<file path="src/design/pssp_pkg.sv">
// Purpose: constants for the page size and stack pointer register block
// Assumes: 16-bit register port, word offsets chosen locally
// Notes:   offsets are register indices on the plain register port
package pssp_pkg;
  // register offsets
  localparam logic [3:0] OFF_CIRC_LOW  = 4'h0;
  localparam logic [3:0] OFF_CIRC_HIGH = 4'h1;
  localparam logic [3:0] OFF_CIRC_COEF = 4'h2;
  localparam logic [3:0] OFF_DP_OFFSET = 4'h3;
  localparam logic [3:0] OFF_DP_MAIN   = 4'h4;
  localparam logic [3:0] OFF_IO_PAGE   = 4'h5;
  localparam logic [3:0] OFF_DSTACK    = 4'h6;
  localparam logic [3:0] OFF_SSTACK    = 4'h7;
  localparam logic [3:0] OFF_STK_MAIN  = 4'h8;
  localparam logic [3:0] OFF_MODE      = 4'h9;
  // field widths and reset values
  localparam int PAGE_W = 7;
  localparam int IO_W   = 9;
  localparam logic [15:0] RST_WORD = 16'h0000;
  localparam logic [6:0]  RST_PAGE = 7'h00;
  localparam logic [8:0]  RST_IO   = 9'h000;
  localparam logic [15:0] ONE16    = 16'h0001;
  // mode register bit positions
  localparam int MODE_LEGACY = 0;
  localparam int MODE_CIRC   = 1;
  // stack operations from the instruction decoder
  typedef enum logic [2:0] {
    STK_NONE, STK_CALL, STK_PUSH, STK_RET, STK_POP
  } pssp_stkop_t;
endpackage

</file>
<file path="src/design/pssp_circ_addr.sv">
// Purpose: circular address generation for one pointer
// Assumes: offset already below size when configured correctly
// Notes:   purely combinational
`timescale 1ns/1ps
`default_nettype none
module pssp_circ_addr (
  // pointer inputs
  input  wire logic [15:0] ptrOffset,
  input  wire logic [6:0]  ptrPage,
  input  wire logic [15:0] bufStart,
  input  wire logic [15:0] bufSize,
  input  wire logic        circEnable,
  // address output
  output logic      [22:0] addr
);
  logic [15:0] wrapped;
  // wrap offset into 0 .. size-1, then add start when circular
  always_comb begin
    wrapped = ptrOffset;
    if (bufSize != 16'h0000 && ptrOffset >= bufSize) begin
      wrapped = ptrOffset % bufSize;
    end
    if (circEnable) begin
      addr = {ptrPage, 16'h0000} + {7'h00, bufStart} + {7'h00, wrapped};
    end else begin
      addr = {ptrPage, ptrOffset};
    end
  end
endmodule
`default_nettype wire

</file>
<file path="src/design/pssp_regs.sv">
// Purpose: circular size, data page, io page and stack pointer registers
// Assumes: decoder issues at most one stack op and one ext write per cycle
// Notes:   software port has one-cycle read latency and never stalls
//
// Our own choices: the placing of the registers and the address-and-strobe port.
`timescale 1ns/1ps
`default_nettype none
module pssp_regs (
  // clock and reset
  input  wire logic        clk_sys,
  input  wire logic        reset,
  // software register port
  input  wire logic [3:0]  regAddr,
  input  wire logic [15:0] regWdata,
  input  wire logic        regWrite,
  input  wire logic        regRead,
  output logic      [15:0] regRdata,
  // dedicated instruction writes of extended registers
  input  wire logic        extDataPageWr,
  input  wire logic        extDataStackWr,
  input  wire logic        extSysStackWr,
  input  wire logic [22:0] extWdata,
  // stack operation from decoder
  input  wire pssp_pkg::pssp_stkop_t stackOp,
  // address operands
  input  wire logic [15:0] absImmediate,
  input  wire logic [6:0]  ioWordOffset,
  input  wire logic [2:0]  auxSelect,
  input  wire logic        useCoef,
  input  wire logic [15:0] ptrOffset,
  input  wire logic [6:0]  ptrPage,
  input  wire logic [15:0] bufStart,
  // generated addresses
  output logic      [22:0] ext_data_page,
  output logic      [22:0] pageDirectBase,
  output logic      [22:0] absAddr,
  output logic      [15:0] ioAddr,
  output logic      [22:0] ext_data_stack_ptr,
  output logic      [22:0] ext_system_stack_ptr,
  output logic      [22:0] dataStackPushAddr,
  output logic      [22:0] sysStackPushAddr,
  output logic      [22:0] stackDirectBase,
  output logic      [15:0] selectedSize,
  output logic      [22:0] circAddr
);
  typedef struct packed {
    logic [15:0] circSizeLow;
    logic [15:0] circSizeHigh;
    logic [15:0] circSizeCoef;
    logic [15:0] dataPageOffset;
    logic [6:0]  dataPageMain;
    logic [8:0]  ioPageSelect;
    logic [15:0] dataStackPtr;
    logic [15:0] systemStackPtr;
    logic [6:0]  stackPageMain;
    logic        legacyCompatMode;
    logic        circEnable;
    logic [15:0] rdata;
  } pssp_state_t;

  pssp_state_t st;
  pssp_state_t next_st;

  // modulo-64K step, no carry out into the page
  function automatic logic [15:0] pssp_step(input logic [15:0] v,
                                            input logic dec);
    pssp_step = dec ? v - pssp_pkg::ONE16 : v + pssp_pkg::ONE16;
  endfunction

  // register read mux
  function automatic logic [15:0] pssp_read(input pssp_state_t s,
                                            input logic [3:0] a);
    case (a)
      pssp_pkg::OFF_CIRC_LOW:  pssp_read = s.circSizeLow;
      pssp_pkg::OFF_CIRC_HIGH: pssp_read = s.circSizeHigh;
      pssp_pkg::OFF_CIRC_COEF: pssp_read = s.circSizeCoef;
      pssp_pkg::OFF_DP_OFFSET: pssp_read = s.dataPageOffset;
      pssp_pkg::OFF_DP_MAIN:   pssp_read = {9'h000, s.dataPageMain};
      pssp_pkg::OFF_IO_PAGE:   pssp_read = {7'h00, s.ioPageSelect};
      pssp_pkg::OFF_DSTACK:    pssp_read = s.dataStackPtr;
      pssp_pkg::OFF_SSTACK:    pssp_read = s.systemStackPtr;
      pssp_pkg::OFF_STK_MAIN:  pssp_read = {9'h000, s.stackPageMain};
      pssp_pkg::OFF_MODE:      pssp_read = {14'h0000, s.circEnable,
                                            s.legacyCompatMode};
      default:                 pssp_read = 16'h0000;
    endcase
  endfunction

  // next state: software writes, instruction writes, stack ops
  always_comb begin
    next_st = st;
    next_st.rdata = regRead ? pssp_read(st, regAddr) : 16'h0000;
    if (regWrite) begin
      case (regAddr)
        pssp_pkg::OFF_CIRC_LOW:  next_st.circSizeLow = regWdata;
        pssp_pkg::OFF_CIRC_HIGH: next_st.circSizeHigh = regWdata;
        pssp_pkg::OFF_CIRC_COEF: next_st.circSizeCoef = regWdata;
        pssp_pkg::OFF_DP_OFFSET: next_st.dataPageOffset = regWdata;
        pssp_pkg::OFF_DP_MAIN:
          next_st.dataPageMain = regWdata[pssp_pkg::PAGE_W-1:0];
        pssp_pkg::OFF_IO_PAGE:
          next_st.ioPageSelect = regWdata[pssp_pkg::IO_W-1:0];
        pssp_pkg::OFF_DSTACK:    next_st.dataStackPtr = regWdata;
        pssp_pkg::OFF_SSTACK:    next_st.systemStackPtr = regWdata;
        pssp_pkg::OFF_STK_MAIN:
          next_st.stackPageMain = regWdata[pssp_pkg::PAGE_W-1:0];
        pssp_pkg::OFF_MODE: begin
          next_st.legacyCompatMode = regWdata[pssp_pkg::MODE_LEGACY];
          next_st.circEnable = regWdata[pssp_pkg::MODE_CIRC];
        end
        default: ;
      endcase
    end
    // extended writes through dedicated instructions only
    if (extDataPageWr) begin
      {next_st.dataPageMain, next_st.dataPageOffset} = extWdata;
    end
    if (extDataStackWr) begin
      {next_st.stackPageMain, next_st.dataStackPtr} = extWdata;
    end
    if (extSysStackWr) begin
      {next_st.stackPageMain, next_st.systemStackPtr} = extWdata;
    end
    // stack pointer updates; page field never changes here
    case (stackOp)
      pssp_pkg::STK_CALL: begin
        next_st.dataStackPtr = pssp_step(st.dataStackPtr, 1'b1);
        next_st.systemStackPtr = pssp_step(st.systemStackPtr, 1'b1);
      end
      pssp_pkg::STK_PUSH:
        next_st.dataStackPtr = pssp_step(st.dataStackPtr, 1'b1);
      pssp_pkg::STK_RET: begin
        next_st.dataStackPtr = pssp_step(st.dataStackPtr, 1'b0);
        next_st.systemStackPtr = pssp_step(st.systemStackPtr, 1'b0);
      end
      pssp_pkg::STK_POP:
        next_st.dataStackPtr = pssp_step(st.dataStackPtr, 1'b0);
      default: ;
    endcase
  end

  // state register
  always_ff @(posedge clk_sys or posedge reset) begin
    if (reset) begin
      st <= '0;
    end else begin
      st <= next_st;
    end
  end

  // data page and io page addresses
  always_comb begin
    ext_data_page = {st.dataPageMain, st.dataPageOffset};
    pageDirectBase = ext_data_page;
    absAddr = {st.dataPageMain, absImmediate};
    ioAddr = {st.ioPageSelect, ioWordOffset};
  end

  // stack addresses; push targets use pre-decremented pointers
  always_comb begin
    ext_data_stack_ptr = {st.stackPageMain, st.dataStackPtr};
    ext_system_stack_ptr = {st.stackPageMain, st.systemStackPtr};
    dataStackPushAddr = {st.stackPageMain,
                         pssp_step(st.dataStackPtr, 1'b1)};
    sysStackPushAddr = {st.stackPageMain,
                        pssp_step(st.systemStackPtr, 1'b1)};
    stackDirectBase = ext_data_stack_ptr;
  end

  // size register selection per pointer
  always_comb begin
    if (useCoef) begin
      selectedSize = st.circSizeCoef;
    end else if (st.legacyCompatMode || !auxSelect[2]) begin
      selectedSize = st.circSizeLow;
    end else begin
      selectedSize = st.circSizeHigh;
    end
  end

  // circular address unit
  pssp_circ_addr u_circ (
    .ptrOffset  (ptrOffset),
    .ptrPage    (ptrPage),
    .bufStart   (bufStart),
    .bufSize    (selectedSize),
    .circEnable (st.circEnable),
    .addr       (circAddr)
  );

  // read data output
  assign regRdata = st.rdata;

  // push moves the data stack pointer down by one
  a_push_decrement: assert property (
    @(posedge clk_sys) disable iff (reset)
    (stackOp == pssp_pkg::STK_PUSH && !regWrite && !extDataStackWr)
      |=> st.dataStackPtr == $past(st.dataStackPtr) - pssp_pkg::ONE16)
    else $error("push did not decrement data stack pointer");
  // push leaves the system stack pointer alone
  a_push_sys_kept: assert property (
    @(posedge clk_sys) disable iff (reset)
    (stackOp == pssp_pkg::STK_PUSH && !regWrite && !extSysStackWr)
      |=> $stable(st.systemStackPtr))
    else $error("push changed system stack pointer");
  // pushed word lands where the extended data pointer then points
  a_push_slot: assert property (
    @(posedge clk_sys) disable iff (reset)
    (stackOp == pssp_pkg::STK_PUSH && !extDataStackWr && !extSysStackWr
     && !(regWrite && regAddr == pssp_pkg::OFF_STK_MAIN))
      |=> ext_data_stack_ptr == $past(dataStackPushAddr))
    else $error("data stack pointer misses pushed slot");

  // call moves both stack pointers down by one
  a_call_both: assert property (
    @(posedge clk_sys) disable iff (reset)
    (stackOp == pssp_pkg::STK_CALL && !regWrite && !extDataStackWr
     && !extSysStackWr)
      |=> st.systemStackPtr == $past(st.systemStackPtr) - pssp_pkg::ONE16
          && st.dataStackPtr == $past(st.dataStackPtr) - pssp_pkg::ONE16)
    else $error("call did not decrement both stack pointers");
  // call lands the system word where the extended pointer then points
  a_call_slot: assert property (
    @(posedge clk_sys) disable iff (reset)
    (stackOp == pssp_pkg::STK_CALL && !extDataStackWr && !extSysStackWr
     && !(regWrite && regAddr == pssp_pkg::OFF_STK_MAIN))
      |=> ext_system_stack_ptr == $past(sysStackPushAddr))
    else $error("system stack pointer misses pushed slot");
  // return moves both stack pointers up by one
  a_ret_both: assert property (
    @(posedge clk_sys) disable iff (reset)
    (stackOp == pssp_pkg::STK_RET && !regWrite && !extDataStackWr
     && !extSysStackWr)
      |=> st.systemStackPtr == $past(st.systemStackPtr) + pssp_pkg::ONE16
          && st.dataStackPtr == $past(st.dataStackPtr) + pssp_pkg::ONE16)
    else $error("return did not increment both stack pointers");
  // pop moves the data stack pointer up by one
  a_pop_increment: assert property (
    @(posedge clk_sys) disable iff (reset)
    (stackOp == pssp_pkg::STK_POP && !regWrite && !extDataStackWr)
      |=> st.dataStackPtr == $past(st.dataStackPtr) + pssp_pkg::ONE16)
    else $error("pop did not increment data stack pointer");
  // pop leaves the system stack pointer alone
  a_pop_data_only: assert property (
    @(posedge clk_sys) disable iff (reset)
    (stackOp == pssp_pkg::STK_POP && !regWrite && !extSysStackWr)
      |=> $stable(st.systemStackPtr))
    else $error("pop changed system stack pointer");
  // stack steps never carry into the shared page
  a_page_no_carry: assert property (
    @(posedge clk_sys) disable iff (reset)
    (stackOp != pssp_pkg::STK_NONE && !regWrite && !extDataStackWr
     && !extSysStackWr) |=> $stable(st.stackPageMain))
    else $error("stack arithmetic changed stack page");

  // either extended stack write sets the shared page
  a_ext_sp_page: assert property (
    @(posedge clk_sys) disable iff (reset)
    extDataStackWr && !extSysStackWr
      |=> st.stackPageMain == $past(extWdata[22:16]))
    else $error("extended stack write did not set stack page");
  a_ext_ssp_page: assert property (
    @(posedge clk_sys) disable iff (reset)
    extSysStackWr |=> st.stackPageMain == $past(extWdata[22:16]))
    else $error("system stack write did not set stack page");
  // extended data page write loads both page parts at once
  a_xdp_write: assert property (
    @(posedge clk_sys) disable iff (reset)
    extDataPageWr |=> ext_data_page == $past(extWdata))
    else $error("extended data page write lost");
  // mapped main page write keeps only the page field
  a_dp_main_write: assert property (
    @(posedge clk_sys) disable iff (reset)
    (regWrite && regAddr == pssp_pkg::OFF_DP_MAIN && !extDataPageWr)
      |=> st.dataPageMain == $past(regWdata[pssp_pkg::PAGE_W-1:0]))
    else $error("main page write lost");
  // absolute address puts the main page above the immediate
  a_abs_addr: assert property (
    @(posedge clk_sys) disable iff (reset)
    absAddr[22:16] == st.dataPageMain && absAddr[15:0] == absImmediate)
    else $error("absolute address not formed from main page");

  // io page keeps bits 8..0 of a mapped write
  a_io_write: assert property (
    @(posedge clk_sys) disable iff (reset)
    (regWrite && regAddr == pssp_pkg::OFF_IO_PAGE)
      |=> st.ioPageSelect == $past(regWdata[pssp_pkg::IO_W-1:0]))
    else $error("io page write lost");
  // io page reads back with the ignored bits low
  a_io_high_zero: assert property (
    @(posedge clk_sys) disable iff (reset)
    regRead && regAddr == pssp_pkg::OFF_IO_PAGE
      |=> regRdata[15:9] == 7'h00)
    else $error("io page upper bits not zero");

  // size registers keep all 16 bits of a write
  a_size_write: assert property (
    @(posedge clk_sys) disable iff (reset)
    (regWrite && regAddr == pssp_pkg::OFF_CIRC_COEF)
      |=> st.circSizeCoef == $past(regWdata))
    else $error("coefficient size write lost");
  // legacy mode serves every aux pointer from the low size
  a_legacy_size: assert property (
    @(posedge clk_sys) disable iff (reset)
    st.legacyCompatMode && !useCoef |-> selectedSize == st.circSizeLow)
    else $error("legacy mode did not use low size register");
  // native mode serves pointers 4-7 from the high size
  a_native_size: assert property (
    @(posedge clk_sys) disable iff (reset)
    (!st.legacyCompatMode && !useCoef && auxSelect[2])
      |-> selectedSize == st.circSizeHigh)
    else $error("native mode did not use high size register");
  // coefficient pointer always uses its own size register
  a_coef_size: assert property (
    @(posedge clk_sys) disable iff (reset)
    useCoef |-> selectedSize == st.circSizeCoef)
    else $error("coefficient pointer did not use its size register");
  // linear pointers pass straight through with no start address
  a_linear_addr: assert property (
    @(posedge clk_sys) disable iff (reset)
    !st.circEnable |-> circAddr == {ptrPage, ptrOffset})
    else $error("start address added without circular mode");
  // circular offset stays below the buffer size
  a_circ_range: assert property (
    @(posedge clk_sys) disable iff (reset)
    (st.circEnable && selectedSize != 16'h0000)
      |-> circAddr - {ptrPage, 16'h0000} - {7'h00, bufStart}
          < {7'h00, selectedSize})
    else $error("circular offset outside buffer");
endmodule
`default_nettype wire

</file>
<file path="config.mk">
export PLATFORM = sky130hd
export DESIGN_NAME = pssp_regs
export DESIGN_NICKNAME = d
export VERILOG_FILES = /design/src/design/pssp_pkg.sv /design/src/design/pssp_circ_addr.sv /design/src/design/pssp_regs.sv
export SDC_FILE = /design/constraint.sdc
export NUM_CORES = 1
export LEC_CHECK = 0
export ABC_CLOCK_PERIOD_IN_PS = 76300
export BUFFER_PORTS_ARGS = -buffer_cell sky130_fd_sc_hd__buf_2
export CAP_MARGIN = 20
export CORE_MARGIN = 2
export CORE_UTILIZATION = 38
export CTS_BUF_LIST = sky130_fd_sc_hd__clkbuf_8
export DETAILED_ROUTE_END_ITERATION = 12
export PLACE_DENSITY_LB_ADDON = 0.25
export SLEW_MARGIN = 20
export SYNTH_ARGS = -nofsm -noshare
export SYNTH_HDL_FRONTEND = slang
export SYNTH_HIERARCHICAL = 1
export SYNTH_SLANG_ARGS = --single-unit
</file>
<file path="constraint.sdc">
create_clock -name clk_sys -period 76.3 [get_ports clk_sys]
set_input_delay 15.26 -clock clk_sys [delete_from_list [all_inputs] [get_ports clk_sys]]
set_output_delay 15.26 -clock clk_sys [all_outputs]
set_load 0.02 [all_outputs]
</file>
---- Word-level counts from Yosys, hierarchy flattened ----
Index checks and enable logic that the tools add are counted.
word-level totals
  word-level logic and storage cells ...... 79
  register bits ........................... 137
  input port bits ......................... 119
cells by class
  order comparisons ....................... 1
  mux-type cells .......................... 20
  $add $sub $neg .......................... 6
  reductions and logical operators ........ 26
  equal/unequal tests ..................... 13
  div/mod/pow operators ................... 1
operator list
  operator                                            number
  case mux 16 bit (10 select lines)                   1
  two-way mux 16 bit                                  8
  two-way mux 73 bit                                  1
  two-way mux 23 bit                                  3
  case mux 16 bit (2 select lines)                    2
  adder 23 x 16 -> 23 bit                             2
  adder 16 x 1 -> 16 bit, second input constant       2
  subtractor 16 x 1 -> 16 bit, second input constant  2
  two-way mux 7 bit                                   3
  AND reduction 2 bit                                 10
  == test 4 x 3 -> 1 bit, second input constant       4
  >= comparator 16 bit                                1
  remainder unit 16 x 16 -> 16 bit                    1
  nonzero test 16 bit                                 1
  nonzero test 4 bit                                  4
  two-way mux 9 bit                                   1
  == test 4 x 2 -> 1 bit, second input constant       2
  == test 4 bit, second input constant                2
  == test 3 x 2 -> 1 bit, second input constant       2
  nonzero test 2 bit                                  3
  nonzero test 3 bit                                  2
  == test 4 x 1 -> 1 bit, second input constant       1
  zero test 4 bit                                     1
  OR reduction 2 bit                                  2
  6 further kinds                                     6

---- Longest topological paths before layout ----
Gate-level depths: netlist of the first run.
  depth in word-level cells ............... 9
  gate-level depth with buffers ........... 146
  mapped depth without buffers ............ 138

---- Cells and area by module ----
Netlist of the first run, hierarchy kept.
by module, submodules not included
  module          sequential area each (sq um)  cells an instance  area each (sq um)  instances
  pssp_regs       3428.3                        1140               10005.8            1
  pssp_circ_addr  0.0                           1317               9233.9             1

---- Worst setup path before layout of the first run ----
Ideal clock, no wire load.
  path kind ............................... input to output
  start ................................... in auxSelect[2]
  end ..................................... out circAddr[20]
  slack ................................... 15.861 ns
  path buffers ............................ 10
  arrival ................................. 45.179 ns
  stages .................................. 133
  path through ............................ nor2b_1 clkbuf_1 buf_2 mux2i_1 o21ai_0 nor3_4 nand4_2 nor3_1 a21oi_1 a21oi_1 ha_1 or4b_2 o21ai_0 or4_4 nand2_1 ha_1 o211a_1 a211oi_1 [... 97 more ...] o2111ai_1 a21oi_1 nand2_1 clkbuf_1 nand2_1 o21ai_0 ha_1 fa_1 a21o_1 a21oi_1 o21ai_0 a21o_1 a21oi_1 o211ai_1 and3_1 nor2_1 nor3b_1 xor2_1
between the ends
  cells in the longest elaborated chain, start to end .. 9
  elaborated cells between the ends (all ways) .. 11
  classes of those cells .................. add/sub (1); div (1); order compare (1); mux (4); reduce/logical (4)
ends and longest elaborated chain
  element                                                                   line                  source
  start, declared                                                           pssp_regs.sv:28       input wire logic [2:0] auxSelect,
  zero test 1 bit *                                                         pssp_regs.sv:174      end else if (st.legacyCompatMode || !auxSelect[2]) begin
  logical OR 1 bit *                                                        pssp_regs.sv:174
  two-way mux 16 bit *                                                      pssp_regs.sv:174
  two-way mux 16 bit *                                                      pssp_regs.sv:172      if (useCoef) begin
  named net selectedSize[11]                                                pssp_regs.sv:43       output logic [15:0] selectedSize,
  branches (longest 2 deep; another with remainder unit 16 x 16 -> 16 bit)  n/a
  two-way mux 16 bit *                                                      pssp_circ_addr.sv:20  if (bufSize != 16'h0000 && ptrOffset >= bufSize) begin
  adder 23 x 16 -> 23 bit *                                                 pssp_circ_addr.sv:24  addr = {ptrPage, 16'h0000} + {7'h00, bufStart} + {7'h00, wrapped};
  two-way mux 23 bit *                                                      pssp_circ_addr.sv:23  if (circEnable) begin
  end, declared                                                             pssp_regs.sv:44       output logic [22:0] circAddr
Mark *: on every way through the listed nets, which the timed path passes.

---- Worst setup path after layout of the first run ----
  start ................................... in auxSelect[2]
  end ..................................... out circAddr[14]
between the ends
  cells in the longest elaborated chain, start to end .. 9
  elaborated cells between the ends (all ways) .. 11
  classes of those cells .................. add/sub (1); div (1); order compare (1); mux (4); reduce/logical (4)
ends and longest elaborated chain
  element                                                                   line
  zero test 1 bit *                                                         pssp_regs.sv:174
  logical OR 1 bit *                                                        pssp_regs.sv:174
  two-way mux 16 bit *                                                      pssp_regs.sv:174
  two-way mux 16 bit *                                                      pssp_regs.sv:172
  branches (longest 2 deep; another with remainder unit 16 x 16 -> 16 bit)  n/a
  two-way mux 16 bit *                                                      pssp_circ_addr.sv:20
  adder 23 x 16 -> 23 bit *                                                 pssp_circ_addr.sv:24
  two-way mux 23 bit *                                                      pssp_circ_addr.sv:23
Every way passes the cells marked *.

==> results of run 1 <==
layout make-up:
cell class	count	area (um2)	share of cell area (%)
Clock inverter	15	136.4	0.6665
Tap cell	672	840.8	4.109
Inverter	81	309.0	1.510
Multi-Input combinational cell	1937	13680	66.85
Sequential cell	137	3428	16.76
Timing Repair Buffer	352	1829	8.940
Antenna cell	2	5.005	0.02446
Clock buffer	17	234.0	1.144
sequential cells by signal, summed over array words and instances (netlist names):
name / flops
regRdata: 16
ext_data_stack_ptr: 16
ext_system_stack_ptr: 16
ext_data_page: 16
st: 50
ioAddr: 9
absAddr: 7
dataStackPushAddr: 7
layout by cell type, fill, tap and decap left out, drive strengths merged, types with 17 or more instances in the layout:
cell,netlist,layout
inv,80,88
nand4,23,23
and2,19,19
buf,214,352
mux2i,86,86
or3,19,19
nand2,233,233
a221oi,22,22
o21a,46,46
xor2,58,58
clkbuf,88,17
nor3,83,83
nor2,194,194
nand3,50,50
xnor2,73,73
a21oi,147,147
o211ai,22,22
nor2b,22,22
nand2b,19,19
o21ai,187,187
ha,173,173
a211oi,42,42
dfrtp,137,137
mux2,81,81
a31oi,23,23
a21o,50,50
through the flow:
step | setup WS (ps) | std cells | hold WS, ps | cell area, um2
after floorplan | 15860 | 2457 | 500.6 | 19240
after global placement | 10050 | 3179 | 510.0 | 20060
after detailed placement | 9538 | 3179 | 521.8 | 20060
after CTS | 9342 | 3211 | 541.1 | 20430
after global routing | 6232 | 3212 | 556.5 | 20460
final | 9124 | 3213 | 541.9 | 20460
critical path, delay by kind of cell:
family          cells  cell delay (ps)
buf+inv             8             1510
compound gates     67            20000
fa+ha+maj          17             5690
simple gates       38             8870
mux                 2              370
xor+xnor            1              150
logic make-up after synthesis:
kind of cell / count (synthesis) / share of synthesized area, %
AND/OR/NAND/NOR: 756 / 19.41
adder cells (fa/ha/maj): 175 / 11.46
XOR/XNOR: 131 / 5.963
flip-flops: 137 / 17.82
buffers and inverters: 383 / 11.26
multiplexers: 167 / 9.215
AO/OA/AOI/OAI: 708 / 24.87
worst min-delay path by stage:
stage	startpoint	endpoint	slack, ps	depth (start not counted)
final	st[134]$_DFFE_PP0P_	st[134]$_DFFE_PP0P_	540	1
after global routing	st[134]$_DFFE_PP0P_	st[134]$_DFFE_PP0P_	560	1
after CTS	st[134]$_DFFE_PP0P_	st[134]$_DFFE_PP0P_	540	1
after detailed placement	st[134]$_DFFE_PP0P_	st[134]$_DFFE_PP0P_	520	1
after global placement	st[136]$_DFFE_PP0P_	st[136]$_DFFE_PP0P_	510	1
after floorplan	ioAddr[11]$_DFFE_PP0P_	ioAddr[11]$_DFFE_PP0P_	500	1
metal layers:
| metal | vias up | wire, um | track usage, % |
|---|---|---|---|
| li1 | 8988 | - | - |
| met5 | - | 12 | 0 |
| met4 | 2 | 2543 | 9.720 |
| met3 | 114 | 4541 | 3.200 |
| met2 | 808 | 32990 | 43.76 |
| met1 | 9155 | 28250 | 31.75 |
==> flow_summary_export.csv, run 1 <==
group,metric,value,unit
logic_synthesis,synth.area.top_cells,"dfrtp_1 (18%), ha_1 (11%), buf_4 (7.3%), mux2_2 (4.7%), nand2_1 (4.5%)",
clock_tree,cts_made_buffers,17,
final_layout,fin_nets,2820,
die,die_h,229.0,um
timing,timing.setup.tns,0,ps
final_layout,drive_gt1_share,21.31,%
final_layout,fin_util,40.87,%
drt,routed_wl,68340,um
setup_path,r2r_cells,8,
clock_tree,cts.sinks,137,
job,drv_cap,0,
logic_synthesis,synth_edf_count,0,
clock_tree,cts_tree,"yes",
placed_design,place_hpwl,53920,um
logic_synthesis,syn_area_per_cell,7.831,um2
drt,viasPerCell,5.934,
timing,final_hold_viol_count,0,
grt,grt_first_pass_wirelength,105200,um
grt,grtUsageTotal,25.21,%
drt,route.detailed.drc,0,
drt,vias,19070,
setup_path,cpMostUsedCell,"ha_1",
logic_synthesis,synth-async-reset-ratio,100.0,%
setup_path,crit_fanout,16,
setup_path,r2r_end,"ext_system_stack_ptr[10]$_DFFE_PP0P_",
worst_hold_path,worstHoldPathType,"reg -> reg",
timing,slew_headroom,26.02,%
logic_synthesis,synth_flop_cell,"dfrtp_1",
logic_synthesis,synth.net_count,2751,
clock_tree,clk_path_buf_depth,2,
grt,antenna_found_initial,4,
die,coreArea,0.05007,mm2
clock_tree,htreeDepth,4,
placed_design,globalplace.congestion,0.9331,
logic_synthesis,synthesis.area,0.01924,mm2
placed_design,portBuffers,325,
grt,grt_overflow_total,0,
logic_synthesis,synthTopCellsByCount,"nand2_1 (233), nor2_1 (193), buf_4 (186), ha_1 (173), o21ai_0 (162)",
status,status,"finished, final reports clean",
clock_tree,holdBufCountCts,0,
setup_path,worst_setup_path_start_kind,"input pin",
logic_synthesis,synth_cells,2457,
final_layout,num-fill-cells,5182,
timing,period_needed,67180,ps
drt,antenna_left,0,
setup_path,crit_arrival,51920,ps
setup_path,endpoint,"circAddr[14]",
timing,worst_pin_slew,1098,ps
setup_path,crit_path_max_incr_delay,740,ps
setup_path,reg2reg_slack,73680,ps
logic_synthesis,yosysTopAreaCellShare,17.82,%
setup_path,crit_start,"auxSelect[2]",
final_layout,syn_to_final_growth,6.347,%
die,initial_utilization,38.43,%
clock_tree,cts_root_buffer,"clkbuf_8",
setup_path,critical_path_required,61040,ps
timing,final.setup_skew,12.04,ps
timing,rsz0062_at_grt,"no",
die,ios,374,
drt,drt-wirelength-per-cell,21.27,um
die,fp.dieW,229.0,um
logic_synthesis,ys.warnings.count,6,
setup_path,worstReg2RegStart,"ext_system_stack_ptr[0]$_DFFE_PP0P_",
timing,final-max-slew-violation-count,0,
setup_path,endpoint_kind,"primary output",
clock_tree,cts_resized,0,
die,rows,82,
setup_path,crit_slowest_cell,"a21oi_1",
clock_tree,post_cts_buffers,0,
grt,grt_pass1_vias,18230,
clock_tree,clk_pin_slew,80,ps
die,die-area,0.05245,mm2
timing,setup_viol,0,
timing,max_freq,0.01489,GHz
logic_synthesis,ys_types,102,
drt,first_pass_iters,6,
logic_synthesis,synth-seq-area-share,17.82,%
logic_synthesis,yosysTopAreaCell,"dfrtp_1",
setup_path,path_class,"in -> out",
timing,period_share,88.04,%
logic_synthesis,post-synth-top-count-cell,"nand2_1",
grt,grt_max_degree,75,
logic_synthesis,synth-seq-cells,137,
clock_tree,clock_latency,490,ps
drt,dr.first_iter.drc_count,1315,
Power of run 1 is not shown: default switching activity piles up to over one toggle a cycle in this logic, so the estimate is an artifact.
==> inputs of run 2 (changes only) <==
--- a/config.mk
+++ b/config.mk
@@ -12,6 +12,7 @@
 export CORE_UTILIZATION = 38
 export CTS_BUF_LIST = sky130_fd_sc_hd__clkbuf_8
 export DETAILED_ROUTE_END_ITERATION = 12
+export GPL_TIMING_DRIVEN = 0
 export PLACE_DENSITY_LB_ADDON = 0.25
 export SLEW_MARGIN = 20
 export SYNTH_ARGS = -nofsm -noshare
==> run 2 against run 1 <==
Against the previous run: sequential share of layout area is 1.3 points lower; count of clock-buffer cells in the layout is 1 higher; core utilization rose by 3.5 points; global-route usage is 2.0 points higher; hold slack worse by 3.4 ps; register-to-register slack got worse by 50 ps.
==> flow_summary_export.csv, run 2 (same netlist as run 1, synthesis figures left out) <==
group,metric,value,unit
setup_path,crit_slowest_cell,"o31ai_1",
grt,grt_overflow_total,0,
die,coreArea,0.05007,mm2
final_layout,regMostFlops,"st",
final_layout,num-fill-cells,5201,
die,die-area,0.05245,mm2
timing,final.setup_skew,18.63,ps
drt,vias,20290,
timing,max_freq,0.01457,GHz
timing,worst_pin_slew,1104,ps
timing,final-max-slew-violation-count,0,
die,initial_utilization,38.43,%
drt,antenna_left,0,
setup_path,crit_arrival,53360,ps
clock_tree,clock_latency,500,ps
final_layout,seqCellArea,0.003428,mm2
die,fp.dieW,229.0,um
die,rows,82,
placed_design,globalplace.congestion,0.9847,
grt,grt_first_pass_wirelength,112900,um
setup_path,endpoint_kind,"primary output",
die,die_h,229.0,um
placed_design,placed_area,0.02183,mm2
timing,rsz0062_at_grt,"no",
grt,grt_max_degree,71,
setup_path,path_class,"in -> out",
drt,first_pass_iters,6,
setup_path,worst_setup_path_start_kind,"input pin",
placed_design,portBuffers,341,
clock_tree,cts_tree,"yes",
setup_path,crit_fanout,10,
clock_tree,cts_made_buffers,17,
setup_path,reg2reg_slack,73630,ps
final_layout,final_common_cell,"buf_2",
clock_tree,post_cts_buffers,0,
clock_tree,cts.sinks,137,
placed_design,place_hpwl,60090,um
final_layout,largest_reg_flops,50,
worst_hold_path,min_from,"st[130]$_DFFE_PP0P_",
timing,hold-worst-slack,538.6,ps
setup_path,cpMostUsedCell,"ha_1",
worst_hold_path,worstHoldPathType,"reg -> reg",
clock_tree,htreeDepth,4,
setup_path,r2r_cells,8,
worst_hold_path,hold_depth,1,
placed_design,dp_cells,3472,
die,ios,374,
timing,period_share,89.94,%
final_layout,multi_input_area,0.01364,mm2
final_layout,final_cells,3506,
timing,slew_headroom,26.31,%
final_layout,syn_to_final_growth,15.57,%
setup_path,worstReg2RegStart,"ext_system_stack_ptr[0]$_DFFE_PP0P_",
setup_path,critical_path_required,61040,ps
job,drv_cap,0,
clock_tree,cts_resized,0,
drt,routed_wl,74150,um
drt,dr.first_iter.drc_count,1712,
grt,antenna_found_initial,3,
grt,grt_pass1_vias,19510,
timing,setup_viol,0,
final_layout,fin_nets,3113,
setup_path,crit_start,"auxSelect[2]",
drt,viasPerCell,5.787,
grt,grtUsageTotal,27.21,%
clock_tree,cts_root_buffer,"clkbuf_8",
drt,route.detailed.drc,0,
final_layout,drive_gt1_share,25.88,%
timing,final_hold_viol_count,0,
drt,drt-wirelength-per-cell,21.15,um
timing,timing.setup.tns,0,ps
clock_tree,clk_pin_slew,80,ps
status,status,"finished, final reports clean",
timing,period_needed,68620,ps
clock_tree,holdBufCountCts,0,
final_layout,fin_area,0.02224,mm2
setup_path,crit_path_max_incr_delay,890,ps
clock_tree,clk_path_buf_depth,2,
final_layout,layout_common_cells,"buf_2 (360), nand2_1 (233), nor2_1 (193)",
run 2: cell types whose count changed in the layout (fill, tap and decap cells not counted), moves of 7 or more:
cell      previous run  this run
buf_4               27       187
o21ai_0            161       154
clkbuf_1             0        88
buf_1                0         8
o21ai_1             20        27
buf_2              325       360
run 2: critical path, delay by kind of cell:
kind            cells  cell delay (ps)
compound gates     68            19890
xor+xnor            1              140
fa+ha+maj          16             5290
buf+inv            19             4760
mux                 3             1030
simple gates       28             6930
run 2: metrics by stage:
step           setup WS, ps  util (%)
3_5_place_dp           8303     43.60
4_1_cts                8087     44.40
6_report               7675     44.41
3_3_place_gp           8448     43.52
2_1_floorplan         15860         -
5_1_grt                4643     44.40
run 2: cell type report:
class	count	share of cell area [%]
flip-flops and latches	137	15.42
well taps	672	3.781
clock buffers	18	1.114
repair buffers	343	7.833
inverters	81	1.401
diodes	2	0.02251
plain buffers	302	8.379
multi-input cells	1937	61.36
clock inverters	14	0.6865
run 2: final timing paths:
path / endpoint
setup / recovery: circAddr[21]
hold / removal: st[130]$_DFFE_PP0P_
setup reg to reg: ext_system_stack_ptr[10]$_DFFE_PP0P_
hold reg to reg: st[130]$_DFFE_PP0P_
max in group asynchronous: ext_data_stack_ptr[12]$_DFFE_PP0P_
min in group asynchronous: ioAddr[9]$_DFFE_PP0P_
run 2: per-layer routing:
layer	wire, um	vias up	track usage, %
li1	-	9581	-
met1	29900	9711	33.16
met2	36250	834	47.99
met3	4665	161	3.287
met4	3319	2	12.03
met5	15	-	0
Power of run 2 is left out for the same reason.
